**config.mk**
```make
export PLATFORM = sky130hd
export DESIGN_NAME = osc_regs
export DESIGN_NICKNAME = d
export VERILOG_FILES = /design/src/logic/osc_pkg.sv /design/src/logic/osc_lfsr.sv /design/src/logic/osc_power_monitor.sv /design/src/logic/osc_regs.sv
export SDC_FILE = /design/constraint.sdc
export NUM_CORES = 1
export LEC_CHECK = 0
export ABC_AREA = 1
export BUFFER_PORTS_ARGS = -buffer_cell sky130_fd_sc_hd__buf_2
export CAP_MARGIN = 10
export CORE_MARGIN = 5
export CORE_UTILIZATION = 53
export CTS_CLUSTER_SIZE = 20
export DETAILED_ROUTE_END_ITERATION = 7
export PLACE_DENSITY = 0.77
export SYNTH_ARGS = -nofsm -noshare
export SYNTH_HDL_FRONTEND = slang
export SYNTH_SLANG_ARGS = --single-unit
```
**constraint.sdc**
```tcl
create_clock -name pclk -period 1.8 [get_ports pclk]
set_input_delay 0.18 -clock pclk [delete_from_list [all_inputs] [get_ports pclk]]
set_output_delay 0.18 -clock pclk [all_outputs]
set_load 0.01 [all_outputs]
```
**src/logic/osc_pkg.sv**
```systemverilog
/*
 * Shared constants for the output stage control register bank.
 * Assumes a 32-bit APB slave with word-aligned register indices.
 */
package osc_pkg;
    localparam int ADDR_W = 12;
    localparam int IDX_W = 10;
    // Printed offsets are word indices; byte address is four times
    localparam logic [9:0] IDX_GAINS = 10'h03f;
    localparam logic [9:0] IDX_LINK = 10'h040;
    localparam logic [9:0] IDX_FREQ = 10'h041;
    localparam logic [9:0] IDX_OGAIN = 10'h042;
    localparam logic [9:0] IDX_SAT = 10'h043;
    localparam logic [9:0] IDX_PMCFG = 10'h044;
    localparam logic [9:0] IDX_TLOW = 10'h045;
    localparam logic [9:0] IDX_THIGH = 10'h046;
    localparam logic [9:0] IDX_TAPS = 10'h047;
    localparam logic [9:0] IDX_MASK = 10'h048;
    localparam int LOWER_LSB = 16;
    localparam int UPPER_LSB = 0;
    localparam logic [7:0] LOWER_RST = 8'h80;
    localparam logic [11:0] UPPER_RST = 12'h800;
    localparam int ALT_BIT = 13;
    localparam int SPARE_LSB = 8;
    localparam int AC_OFF_BIT = 6;
    localparam int BD_OFF_BIT = 5;
    localparam int COMPL_BIT = 4;
    localparam int PCLK_EN_BIT = 3;
    localparam int XOR_EN_BIT = 2;
    localparam int SYNC_EN_BIT = 1;
    localparam int LOAD_BIT = 0;
    localparam logic [9:0] LINK_RST = 10'h002;
    localparam int FREQ_W = 22;
    localparam int GAIN_W = 9;
    localparam int SIXTH_LSB = 16;
    localparam int FIFTH_LSB = 0;
    localparam logic [8:0] SIXTH_RST = 9'h100;
    localparam logic [8:0] FIFTH_RST = 9'h000;
    localparam int CNT_W = 12;
    localparam int P6_LSB = 16;
    localparam int P5_LSB = 0;
    localparam int SAT_N = 6;
    localparam int SAT_POS[SAT_N] = '{31, 30, 29, 28, 13, 12};
    localparam int THR_LSB = 8;
    localparam int COLLECT_BIT = 2;
    localparam int ABOVE_BIT = 1;
    localparam int CRST_BIT = 0;
    localparam int TIMER_W = 48;
    localparam int TAP_W = 16;
    localparam int XOR_TAP_LSB = 16;
    localparam logic [15:0] XOR_TAP_RST = 16'h0500;
    localparam logic [15:0] SYNC_TAP_RST = 16'hb400;
    localparam logic [15:0] LFSR_SEED = 16'hffff;
    typedef enum logic [2:0]
    {
        OSC_IDLE = 3'b001,
        OSC_SETUP = 3'b010,
        OSC_ACCESS = 3'b100
    } osc_phase_type;
endpackage

```
**src/logic/osc_lfsr.sv**
```systemverilog
/*
 * 16-bit test pattern shift register with a programmable tap mask.
 * Assumes the mask and controls are static between loads.
 */
`timescale 1ns/1ns
module osc_lfsr
(
    input  wire logic        clk,
    input  wire logic        rst_n,
    input  wire logic        run,
    input  wire logic        load,
    input  wire logic [15:0] taps,
    output logic             pattern
);
    logic [15:0] state;

    always_ff @(posedge clk or negedge rst_n)
    begin
        if (!rst_n)
            state <= osc_pkg::LFSR_SEED;
        else if (load)
            state <= osc_pkg::LFSR_SEED;
        else if (run)
            state <= {state[14:0], state[15]}
                     ^ ({16{state[15]}} & taps);
    end

    always_ff @(posedge clk or negedge rst_n)
    begin
        if (!rst_n)
            pattern <= 1'b0;
        else
            pattern <= run & state[15];
    end
endmodule

```
**src/logic/osc_power_monitor.sv**
```systemverilog
/*
 * Power monitor: two threshold counters and a 48-bit start timer.
 * Assumes samples are signed and qualified by sample_valid.
 */
`timescale 1ns/1ns
module osc_power_monitor
(
    input  wire logic        clk,
    input  wire logic        rst_n,
    input  wire logic        collect,
    input  wire logic        above,
    input  wire logic [7:0]  threshold,
    input  wire logic        clear,
    input  wire logic        sample_valid,
    input  wire logic [7:0]  fifth_sample,
    input  wire logic [7:0]  sixth_sample,
    output logic      [11:0] fifth_count,
    output logic      [11:0] sixth_count,
    output logic      [47:0] start_timer
);
    function automatic logic hit(input logic [7:0] s,
                                 input logic [7:0] t,
                                 input logic a);
        hit = a ? ($signed(s) > $signed(t))
                : ($signed(s) < $signed(t));
    endfunction

    // Counters stick at full scale rather than wrap
    function automatic logic [11:0] bump(input logic [11:0] c);
        bump = (&c) ? c : c + 12'h001;
    endfunction

    logic active;
    assign active = collect & sample_valid;

    always_ff @(posedge clk or negedge rst_n)
    begin
        if (!rst_n)
            fifth_count <= 12'h000;
        else if (clear)
            fifth_count <= 12'h000;
        else if (active && hit(fifth_sample, threshold, above))
            fifth_count <= bump(fifth_count);
    end

    always_ff @(posedge clk or negedge rst_n)
    begin
        if (!rst_n)
            sixth_count <= 12'h000;
        else if (clear)
            sixth_count <= 12'h000;
        else if (active && hit(sixth_sample, threshold, above))
            sixth_count <= bump(sixth_count);
    end

    always_ff @(posedge clk or negedge rst_n)
    begin
        if (!rst_n)
            start_timer <= 48'h000000000000;
        else if (clear)
            start_timer <= 48'h000000000000;
        else if (collect)
            start_timer <= start_timer + 48'h000000000001;
    end
endmodule

```
**src/logic/osc_regs.sv**
```systemverilog
/*
 * Output stage control and status bank on APB, with saturation
 * interrupt, power monitor and test pattern generators.
 * Assumes one 25 MHz clock and stage saturation event pulses.
 */
// What this block does
// - Writing one to a self-clearing bit gives one pulse and the bit reads zero.
// - The status word shows the sixth count in 27:16 and the fifth in 11:0.
// - Each stage saturation sets its flag at bits 31,30,29,28,13,12.
// - A 48-bit start timer reads as a low word and sixteen upper bits.
// - Monitor control holds threshold, enable, direction and counter clear.
// - Saturation flags stay set until software writes one to them.
`timescale 1ns/1ns
module osc_regs
(
    input  wire logic        pclk,
    input  wire logic        presetn,
    input  wire logic        psel,
    input  wire logic        penable,
    input  wire logic        pwrite,
    input  wire logic [11:0] paddr,
    input  wire logic [31:0] pwdata,
    output logic      [31:0] prdata,
    output logic             pready,
    output logic             pslverr,
    input  wire logic [5:0]  saturation_events,
    input  wire logic        power_sample_valid,
    input  wire logic [7:0]  fifth_power_sample,
    input  wire logic [7:0]  sixth_power_sample,
    output logic      [7:0]  sawtooth_lower_gain,
    output logic      [11:0] sawtooth_upper_gain,
    output logic      [21:0] frequency_word,
    output logic             fourth_modulator_word_load,
    output logic      [8:0]  fifth_gain,
    output logic      [8:0]  sixth_gain,
    output logic             alt_pattern_load_enable,
    output logic             complement_second_pair,
    output logic             pattern_clock_output_enable,
    output logic             ac_pair_off,
    output logic             bd_pair_off,
    output logic             sync_pattern,
    output logic             xor_pattern,
    output logic             pattern_clock,
    output logic             irq
);
    logic [9:0]  idx;
    logic        mapped;
    logic        wr;
    logic        rd_setup;
    logic [3:0]  spare;
    logic        xor_enable;
    logic        sync_enable;
    logic [5:0]  sat;
    logic [5:0]  sat_mask;
    logic [5:0]  sat_clear;
    logic [7:0]  threshold;
    logic        collect;
    logic        above;
    logic        count_clear;
    logic [11:0] fifth_count;
    logic [11:0] sixth_count;
    logic [47:0] start_timer;
    logic [15:0] xor_taps;
    logic [15:0] sync_taps;
    logic        pattern_reload;
    logic [31:0] next_prdata;

    function automatic logic [31:0] pack_sat(input logic [5:0] f);
        pack_sat = 32'h00000000;
        for (int i = 0; i < osc_pkg::SAT_N; i++)
            pack_sat[osc_pkg::SAT_POS[i]] = f[i];
    endfunction

    function automatic logic [5:0] unpack_sat(input logic [31:0] w);
        unpack_sat = 6'h00;
        for (int i = 0; i < osc_pkg::SAT_N; i++)
            unpack_sat[i] = w[osc_pkg::SAT_POS[i]];
    endfunction

    assign idx = paddr[11:2];

    // Register indices run unbroken from the gains word to the mask
    assign mapped = idx >= osc_pkg::IDX_GAINS && idx <= osc_pkg::IDX_MASK
                    && paddr[1:0] == 2'h0;

    // Zero wait state; read data is latched during setup
    assign pready = 1'b1;
    assign pslverr = psel & penable & ~mapped;
    assign wr = psel & penable & pwrite & mapped;
    assign rd_setup = psel & ~penable & ~pwrite;

    always_comb
    begin
        next_prdata = 32'h00000000;
        case (idx)
            osc_pkg::IDX_GAINS:
            begin
                next_prdata[osc_pkg::LOWER_LSB +: 8] =
                    sawtooth_lower_gain;
                next_prdata[osc_pkg::UPPER_LSB +: 12] =
                    sawtooth_upper_gain;
            end
            osc_pkg::IDX_LINK:
            begin
                next_prdata[osc_pkg::ALT_BIT] = alt_pattern_load_enable;
                next_prdata[osc_pkg::SPARE_LSB +: 4] = spare;
                next_prdata[osc_pkg::AC_OFF_BIT] = ac_pair_off;
                next_prdata[osc_pkg::BD_OFF_BIT] = bd_pair_off;
                next_prdata[osc_pkg::COMPL_BIT] = complement_second_pair;
                next_prdata[osc_pkg::PCLK_EN_BIT] =
                    pattern_clock_output_enable;
                next_prdata[osc_pkg::XOR_EN_BIT] = xor_enable;
                next_prdata[osc_pkg::SYNC_EN_BIT] = sync_enable;
            end
            osc_pkg::IDX_FREQ:
                next_prdata[osc_pkg::FREQ_W - 1:0] = frequency_word;
            osc_pkg::IDX_OGAIN:
            begin
                next_prdata[osc_pkg::SIXTH_LSB +: 9] = sixth_gain;
                next_prdata[osc_pkg::FIFTH_LSB +: 9] = fifth_gain;
            end
            osc_pkg::IDX_SAT:
            begin
                next_prdata = pack_sat(sat);
                next_prdata[osc_pkg::P6_LSB +: 12] = sixth_count;
                next_prdata[osc_pkg::P5_LSB +: 12] = fifth_count;
            end
            osc_pkg::IDX_PMCFG:
            begin
                next_prdata[osc_pkg::THR_LSB +: 8] = threshold;
                next_prdata[osc_pkg::COLLECT_BIT] = collect;
                next_prdata[osc_pkg::ABOVE_BIT] = above;
            end
            osc_pkg::IDX_TLOW:
                next_prdata = start_timer[31:0];
            osc_pkg::IDX_THIGH:
                next_prdata[15:0] = start_timer[47:32];
            osc_pkg::IDX_TAPS:
                next_prdata = {xor_taps, sync_taps};
            osc_pkg::IDX_MASK:
                next_prdata = pack_sat(sat_mask);
            default:
                next_prdata = 32'h00000000;
        endcase
    end

    always_ff @(posedge pclk or negedge presetn)
    begin
        if (!presetn)
            prdata <= 32'h00000000;
        else if (rd_setup)
            prdata <= mapped ? next_prdata : 32'h00000000;
    end

    always_ff @(posedge pclk or negedge presetn)
    begin
        if (!presetn)
        begin
            sawtooth_lower_gain <= osc_pkg::LOWER_RST;
            sawtooth_upper_gain <= osc_pkg::UPPER_RST;
        end
        else if (wr && idx == osc_pkg::IDX_GAINS)
        begin
            sawtooth_lower_gain <= pwdata[osc_pkg::LOWER_LSB +: 8];
            sawtooth_upper_gain <= pwdata[osc_pkg::UPPER_LSB +: 12];
        end
    end

    always_ff @(posedge pclk or negedge presetn)
    begin
        if (!presetn)
        begin
            alt_pattern_load_enable <= osc_pkg::LINK_RST[9];
            spare <= osc_pkg::LINK_RST[8:5];
            ac_pair_off <= osc_pkg::LINK_RST[4];
            bd_pair_off <= osc_pkg::LINK_RST[3];
            complement_second_pair <= osc_pkg::LINK_RST[2];
            pattern_clock_output_enable <= osc_pkg::LINK_RST[0];
            xor_enable <= osc_pkg::LINK_RST[0];
            sync_enable <= osc_pkg::LINK_RST[1];
        end
        else if (wr && idx == osc_pkg::IDX_LINK)
        begin
            alt_pattern_load_enable <= pwdata[osc_pkg::ALT_BIT];
            spare <= pwdata[osc_pkg::SPARE_LSB +: 4];
            ac_pair_off <= pwdata[osc_pkg::AC_OFF_BIT];
            bd_pair_off <= pwdata[osc_pkg::BD_OFF_BIT];
            complement_second_pair <= pwdata[osc_pkg::COMPL_BIT];
            pattern_clock_output_enable <= pwdata[osc_pkg::PCLK_EN_BIT];
            xor_enable <= pwdata[osc_pkg::XOR_EN_BIT];
            sync_enable <= pwdata[osc_pkg::SYNC_EN_BIT];
        end
    end

    // load strobe never stored, reads zero
    always_ff @(posedge pclk or negedge presetn)
    begin
        if (!presetn)
            fourth_modulator_word_load <= 1'b0;
        else
            fourth_modulator_word_load <= wr
                && idx == osc_pkg::IDX_LINK
                && pwdata[osc_pkg::LOAD_BIT];
    end

    always_ff @(posedge pclk or negedge presetn)
    begin
        if (!presetn)
            frequency_word <= 22'h000000;
        else if (wr && idx == osc_pkg::IDX_FREQ)
            frequency_word <= pwdata[osc_pkg::FREQ_W - 1:0];
    end

    always_ff @(posedge pclk or negedge presetn)
    begin
        if (!presetn)
        begin
            sixth_gain <= osc_pkg::SIXTH_RST;
            fifth_gain <= osc_pkg::FIFTH_RST;
        end
        else if (wr && idx == osc_pkg::IDX_OGAIN)
        begin
            sixth_gain <= pwdata[osc_pkg::SIXTH_LSB +: 9];
            fifth_gain <= pwdata[osc_pkg::FIFTH_LSB +: 9];
        end
    end

    assign sat_clear = (wr && idx == osc_pkg::IDX_SAT)
                       ? unpack_sat(pwdata) : 6'h00;

    // sticky, write one clears, set wins
    always_ff @(posedge pclk or negedge presetn)
    begin
        if (!presetn)
            sat <= 6'h00;
        else
            sat <= (sat & ~sat_clear) | saturation_events;
    end

    always_ff @(posedge pclk or negedge presetn)
    begin
        if (!presetn)
            sat_mask <= 6'h00;
        else if (wr && idx == osc_pkg::IDX_MASK)
            sat_mask <= unpack_sat(pwdata);
    end

    always_ff @(posedge pclk or negedge presetn)
    begin
        if (!presetn)
            irq <= 1'b0;
        else
            irq <= |(sat & sat_mask);
    end

    always_ff @(posedge pclk or negedge presetn)
    begin
        if (!presetn)
        begin
            threshold <= 8'h00;
            collect <= 1'b0;
            above <= 1'b0;
        end
        else if (wr && idx == osc_pkg::IDX_PMCFG)
        begin
            threshold <= pwdata[osc_pkg::THR_LSB +: 8];
            collect <= pwdata[osc_pkg::COLLECT_BIT];
            above <= pwdata[osc_pkg::ABOVE_BIT];
        end
    end

    // counter clear is a single pulse
    always_ff @(posedge pclk or negedge presetn)
    begin
        if (!presetn)
            count_clear <= 1'b0;
        else
            count_clear <= wr
                && idx == osc_pkg::IDX_PMCFG
                && pwdata[osc_pkg::CRST_BIT];
    end

    osc_power_monitor u_monitor
    (
        .clk          (pclk),
        .rst_n        (presetn),
        .collect      (collect),
        .above        (above),
        .threshold    (threshold),
        .clear        (count_clear),
        .sample_valid (power_sample_valid),
        .fifth_sample (fifth_power_sample),
        .sixth_sample (sixth_power_sample),
        .fifth_count  (fifth_count),
        .sixth_count  (sixth_count),
        .start_timer  (start_timer)
    );

    always_ff @(posedge pclk or negedge presetn)
    begin
        if (!presetn)
        begin
            xor_taps <= osc_pkg::XOR_TAP_RST;
            sync_taps <= osc_pkg::SYNC_TAP_RST;
        end
        else if (wr && idx == osc_pkg::IDX_TAPS)
        begin
            xor_taps <= pwdata[osc_pkg::XOR_TAP_LSB +: 16];
            sync_taps <= pwdata[15:0];
        end
    end

    // Reseed only when allowed, so running patterns stay intact
    always_ff @(posedge pclk or negedge presetn)
    begin
        if (!presetn)
            pattern_reload <= 1'b0;
        else
            pattern_reload <= wr && idx == osc_pkg::IDX_TAPS
                              && alt_pattern_load_enable;
    end

    osc_lfsr u_sync_lfsr
    (
        .clk     (pclk),
        .rst_n   (presetn),
        .run     (sync_enable),
        .load    (pattern_reload),
        .taps    (sync_taps),
        .pattern (sync_pattern)
    );

    osc_lfsr u_xor_lfsr
    (
        .clk     (pclk),
        .rst_n   (presetn),
        .run     (xor_enable),
        .load    (pattern_reload),
        .taps    (xor_taps),
        .pattern (xor_pattern)
    );

    // Pattern clock is half rate, low when disabled
    always_ff @(posedge pclk or negedge presetn)
    begin
        if (!presetn)
            pattern_clock <= 1'b0;
        else if (pattern_clock_output_enable)
            pattern_clock <= ~pattern_clock;
        else
            pattern_clock <= 1'b0;
    end
endmodule

```
==> results.md <==
Drt:
- The total vias in the final route is 15700.
- The count of antenna-violating nets left after detailed routing is 0.
- The detailed-route wire length is 53800 um.
- Using the TritonRoute via totals, the vias-per-cell ratio works out to 5.78.
- The first-iteration detailed-routing DRC count is 1947.
- The number of detailed-routing iterations run before antenna repair is 8.
- In the routed design, unresolved DRC markers number 3.
- After detailed routing, the average wire length per cell comes to 19.8 um.

Synthesis:
- By area, the combinational part of the netlist is dominated by simple AND/OR/NAND/NOR gates.
- The number of synthesized flops with an enable pin is 0.
- The count of unique library cells instantiated by Yosys is 44.
- The synthesized net count is 2020.
- Summing every instance area after synthesis gives 0.0145 sq mm.
- The number of warning messages in the yosys log is 0.
- The post-synthesis share of cell area spent on xor and xnor gates is 2.90%.
- The synthesized design contains 268 register bits.
- Summing the areas of all compound-gate instances in the mapped netlist gives 12.2% of the synthesized area.
- In the synthesized netlist, mux cells make up 0% of the area.
- Synthesis produced a netlist whose cell count is 1929.
- The post-synthesis share of cell area spent on full adders, half adders and majority gates is 1.64%.
- The simple-gate portion of the synthesized area is 28.4%.
- Averaged over all synthesized cells, the footprint is 7.51 sq um.
- Of all flip-flops after synthesis, the portion carrying an async set or reset was 100%.
- Among all flip-flop cells after synthesis, the most frequent one is sky130_fd_sc_hd__dfrtp_1.
- The share of the Yosys chip area taken by registers is 46.6%.

Global routing:
- The initial antenna violation count is 0.
- The first global-routing pass estimated 82500 um of wire.
- Global routing used 33.6% of the available tracks.
- Entering global routing, the biggest net connects 67 pins.
- The number of global-route vias before repair is 15300.
- The remaining global-route overflow is 0.

CTS:
- For this design, the sink count on the clock tree is 268.
- The clock-pin slew on the worst setup and hold paths is 70 ps.
- TritonCTS created 29 clock buffers.
- In this run the deepest clock path goes through 3 buffers.
- The root cell of the clock tree is sky130_fd_sc_hd__clkbuf_16.
- The H-tree depth reported by CTS is 1.
- The clock reaches the later pin of the worst-skew pair after 580 ps.
- The CTS tree is yes.

Critical path:
- The gate family responsible for the most delay along the worst path is simple AND/OR/NAND/NOR gates.
- The depth of the worst register-to-register path is 13.
- The worst path buffer plus inverter count is 2.
- In this design, the stage delay of the slowest critical-path cell is 400 ps.
- The peak fanout along the critical path is 6.
- The startpoint kind of the worst setup timing path is a register.
- The worst setup path is captured at a register.
- Data arrives at the worst endpoint at 2420 ps.
- The worst path required time is 2250 ps.
- The signal on the critical path passes through inv_2 -> ha_4 -> a21oi_2 -> nand2_1 -> nand2_2 -> nand2_1 -> nand2_1 -> nand3_2 -> nand3_4 -> nand2_4 -> buf_8 -> nand2_2 -> nand2_2.
- The critical path depth is 13.
- For this design, the slowest cell found on the critical path is sky130_fd_sc_hd__dfrtp_1.
- The critical path class is register to register.

Timing:
- The post-route clock period utilization is 110%.
- The final number of hold-violating endpoints is 0.
- The final setup slack of the worst path is -171 ps.
- The clock arrives with 15.8 ps of skew.
- In the final timing run, aggregate negative setup slack is -3710 ps.
- After layout, the minimum clock period comes to 1970 ps.
- The achievable frequency is 507 MHz.
- Setup repair after global routing could not meet its margin everywhere.
- At the pin with the least slew margin, the transition time is 735 ps.
- The setup violation total in the final timing report is 39.
- The worst relative slew slack is 51.0%.
- The final number of max-transition violations is 0.

Layout:
- The share of layout cells above drive strength 1 is 29.8%.
- The final cell count without fillers is 2717.
- The multi-input gate area in the final layout is 0.00722 sq mm.
- The repair_antennas step left the layout with diodes totalling 0.
- The combined flip-flop and latch cell area is 0.00677 sq mm.
- Counting the fill cells in the layout gives 2010.
- Relative to the synthesized area, the layout overhead comes to 35.8%.
- The most common cell after layout, fill and taps aside is sky130_fd_sc_hd__nand2_1.
- The top cell types in the final layout, fill and taps aside, are sky130_fd_sc_hd__nand2_1 (573), sky130_fd_sc_hd__buf_4 (226), sky130_fd_sc_hd__dfrtp_1 (220).
- The final layout contains 2448 nets.

Run status:
- The flow ran to the end, but the final reports show violations.
- The final reports fail on DRC, setup timing.

Worst hold path:
- The path category of the worst min-delay check is input port to register.
- The cell depth of the worst hold path is 3.

Power:
- The peak supply drop is 673 uV.
- The power per standard cell area is 655 mW/mm^2.
- The sum of internal, switching and leakage power is 0.0129 W.
- For this design the static power due to leakage is 9.73 nW.

Die:
- In this run the horizontal extent of the chip is 175 um.
- The number of placement rows is 60.
- The initial utilization of the core area, before any placement, comes to 53.8%.
- The count of pins on the block boundary is 176.
- The area of the core region is 0.0270 sq mm.
- The floorplan step set the die height to 175 um.
- The area enclosed by the die boundary is 0.0308 sq mm.

Run:
- Max-cap violations in this run came to 0.

Placement:
- Once placement completed, the tool counted placed cells totaling 2594.
- The HPWL after detailed placement is 38000 um.
- The number of input and output port buffers inserted is 174.
- The pre-CTS worst setup slack is -272 ps.
- At the end of routability-driven placement, the weighted congestion stood at 1.03.
-- stage by stage --
step           utilization [%]  area (sq um)  hold WS, ps
2_1_floorplan                -         14500         -116
5_1_grt                   73.0         19700         7.10
3_3_place_gp              64.3         17300          190
4_1_cts                   71.1         19200         4.85
6_report                  73.0         19700         19.1
3_5_place_dp              64.3         17300          196
-- final timing paths --
path | from | end | slack [ps]
hold / removal | pwdata[2] | xor_enable | 20
hold reg to reg | pattern_clock | pattern_clock | 420
setup / recovery | threshold[3] | u_monitor.sixth_count[7] | -170
min in group asynchronous | presetn | u_monitor.fifth_count[2] | 180
max in group asynchronous | presetn | sync_taps[12] | 930
setup reg to reg | threshold[3] | u_monitor.sixth_count[7] | -170
-- registers in the layout, summed over array words and instances (netlist names), 4 cells and up --
register	flops
fifth_gain	9
frequency_word	22
prdata	32
sat	6
sat_mask	6
sawtooth_lower_gain	8
sawtooth_upper_gain	12
sixth_gain	9
spare	4
sync_taps	16
threshold	8
u_monitor.fifth_count	12
u_monitor.sixth_count	12
u_monitor.start_timer	48
u_sync_lfsr.state	16
u_xor_lfsr.state	16
xor_taps	16
-- logic make-up (layout without fill, tap and decap cells) --
| kind of cell | after synthesis | after routing |
|---|---|---|
| and+or+nand+nor | 984 | 984 |
| xor gates and xnor gates | 48 | 48 |
| DFF | 268 | 268 |
| other | 1 | 1 |
| AOI/OAI and AO/OA | 319 | 319 |
| adders and majority gates | 19 | 19 |
| buffers and inverters | 290 | 737 |
-- cell usage after synthesis, types with 6 or more instances --
cell	n	area, sq um
sky130_fd_sc_hd__nor2_1	153	574
sky130_fd_sc_hd__o22ai_1	25	156
sky130_fd_sc_hd__inv_2	7	26.3
sky130_fd_sc_hd__buf_6	9	101
sky130_fd_sc_hd__o21ai_0	130	651
sky130_fd_sc_hd__dfstp_2	42	1100
sky130_fd_sc_hd__xnor2_1	31	272
sky130_fd_sc_hd__nand2_1	622	2330
sky130_fd_sc_hd__ha_1	19	238
sky130_fd_sc_hd__nand3_1	96	480
sky130_fd_sc_hd__xor2_1	17	149
sky130_fd_sc_hd__o21ai_2	23	201
sky130_fd_sc_hd__buf_2	15	75.1
sky130_fd_sc_hd__o21ai_1	41	205
sky130_fd_sc_hd__nand4_1	36	225
sky130_fd_sc_hd__nor2_2	6	37.5
sky130_fd_sc_hd__dfrtp_1	226	5660
sky130_fd_sc_hd__clkbuf_1	41	154
sky130_fd_sc_hd__a21oi_1	83	415
sky130_fd_sc_hd__inv_1	210	788
sky130_fd_sc_hd__nor3_1	44	220
-- metal layers --
metal | part of all wire (%) | global-route usage (%)
met5 | 0 | 0
met4 | 5.6 | 13.8
met3 | 11 | 6.84
met2 | 45 | 53.9
met1 | 38 | 44.8
-- cell type report --
class | instances | share of cell area, %
multi-input combinational | 1371 | 36.7
clock buffer | 41 | 4.22
sequential | 268 | 34.4
inverter | 218 | 4.21
timing repair buffer | 469 | 17.6
tap | 341 | 2.17
clock inverter | 9 | 0.712
-- what timing repair did --
item                       4_1_cts  5_1_grt
hold endpoints to repair       124        0
setup buffers                   15       19
pin swaps                       31       39
setup endpoints to repair       42       57
hold buffers                    37        0
gates resized for setup         90       99
gates cloned                     2        0
-- worst register-to-register path, delay by kind of cell (launching register included) --
kind / cells / cell delay (ps)
AOI/OAI and AO/OA: 1 / 160
adders and majority gates: 1 / 220
buffers and inverters: 2 / 280
DFF: 1 / 400
and+or+nand+nor: 9 / 800
-- report_power, final --
part / total [W] / internal, W / switching, W
sequential: 0.00603 / 0.00603 / 0.000000407
combinational: 0.000713 / 0.000284 / 0.000429
clock: 0.00615 / 0.00363 / 0.00252
Power figures use the tool's default switching activity.
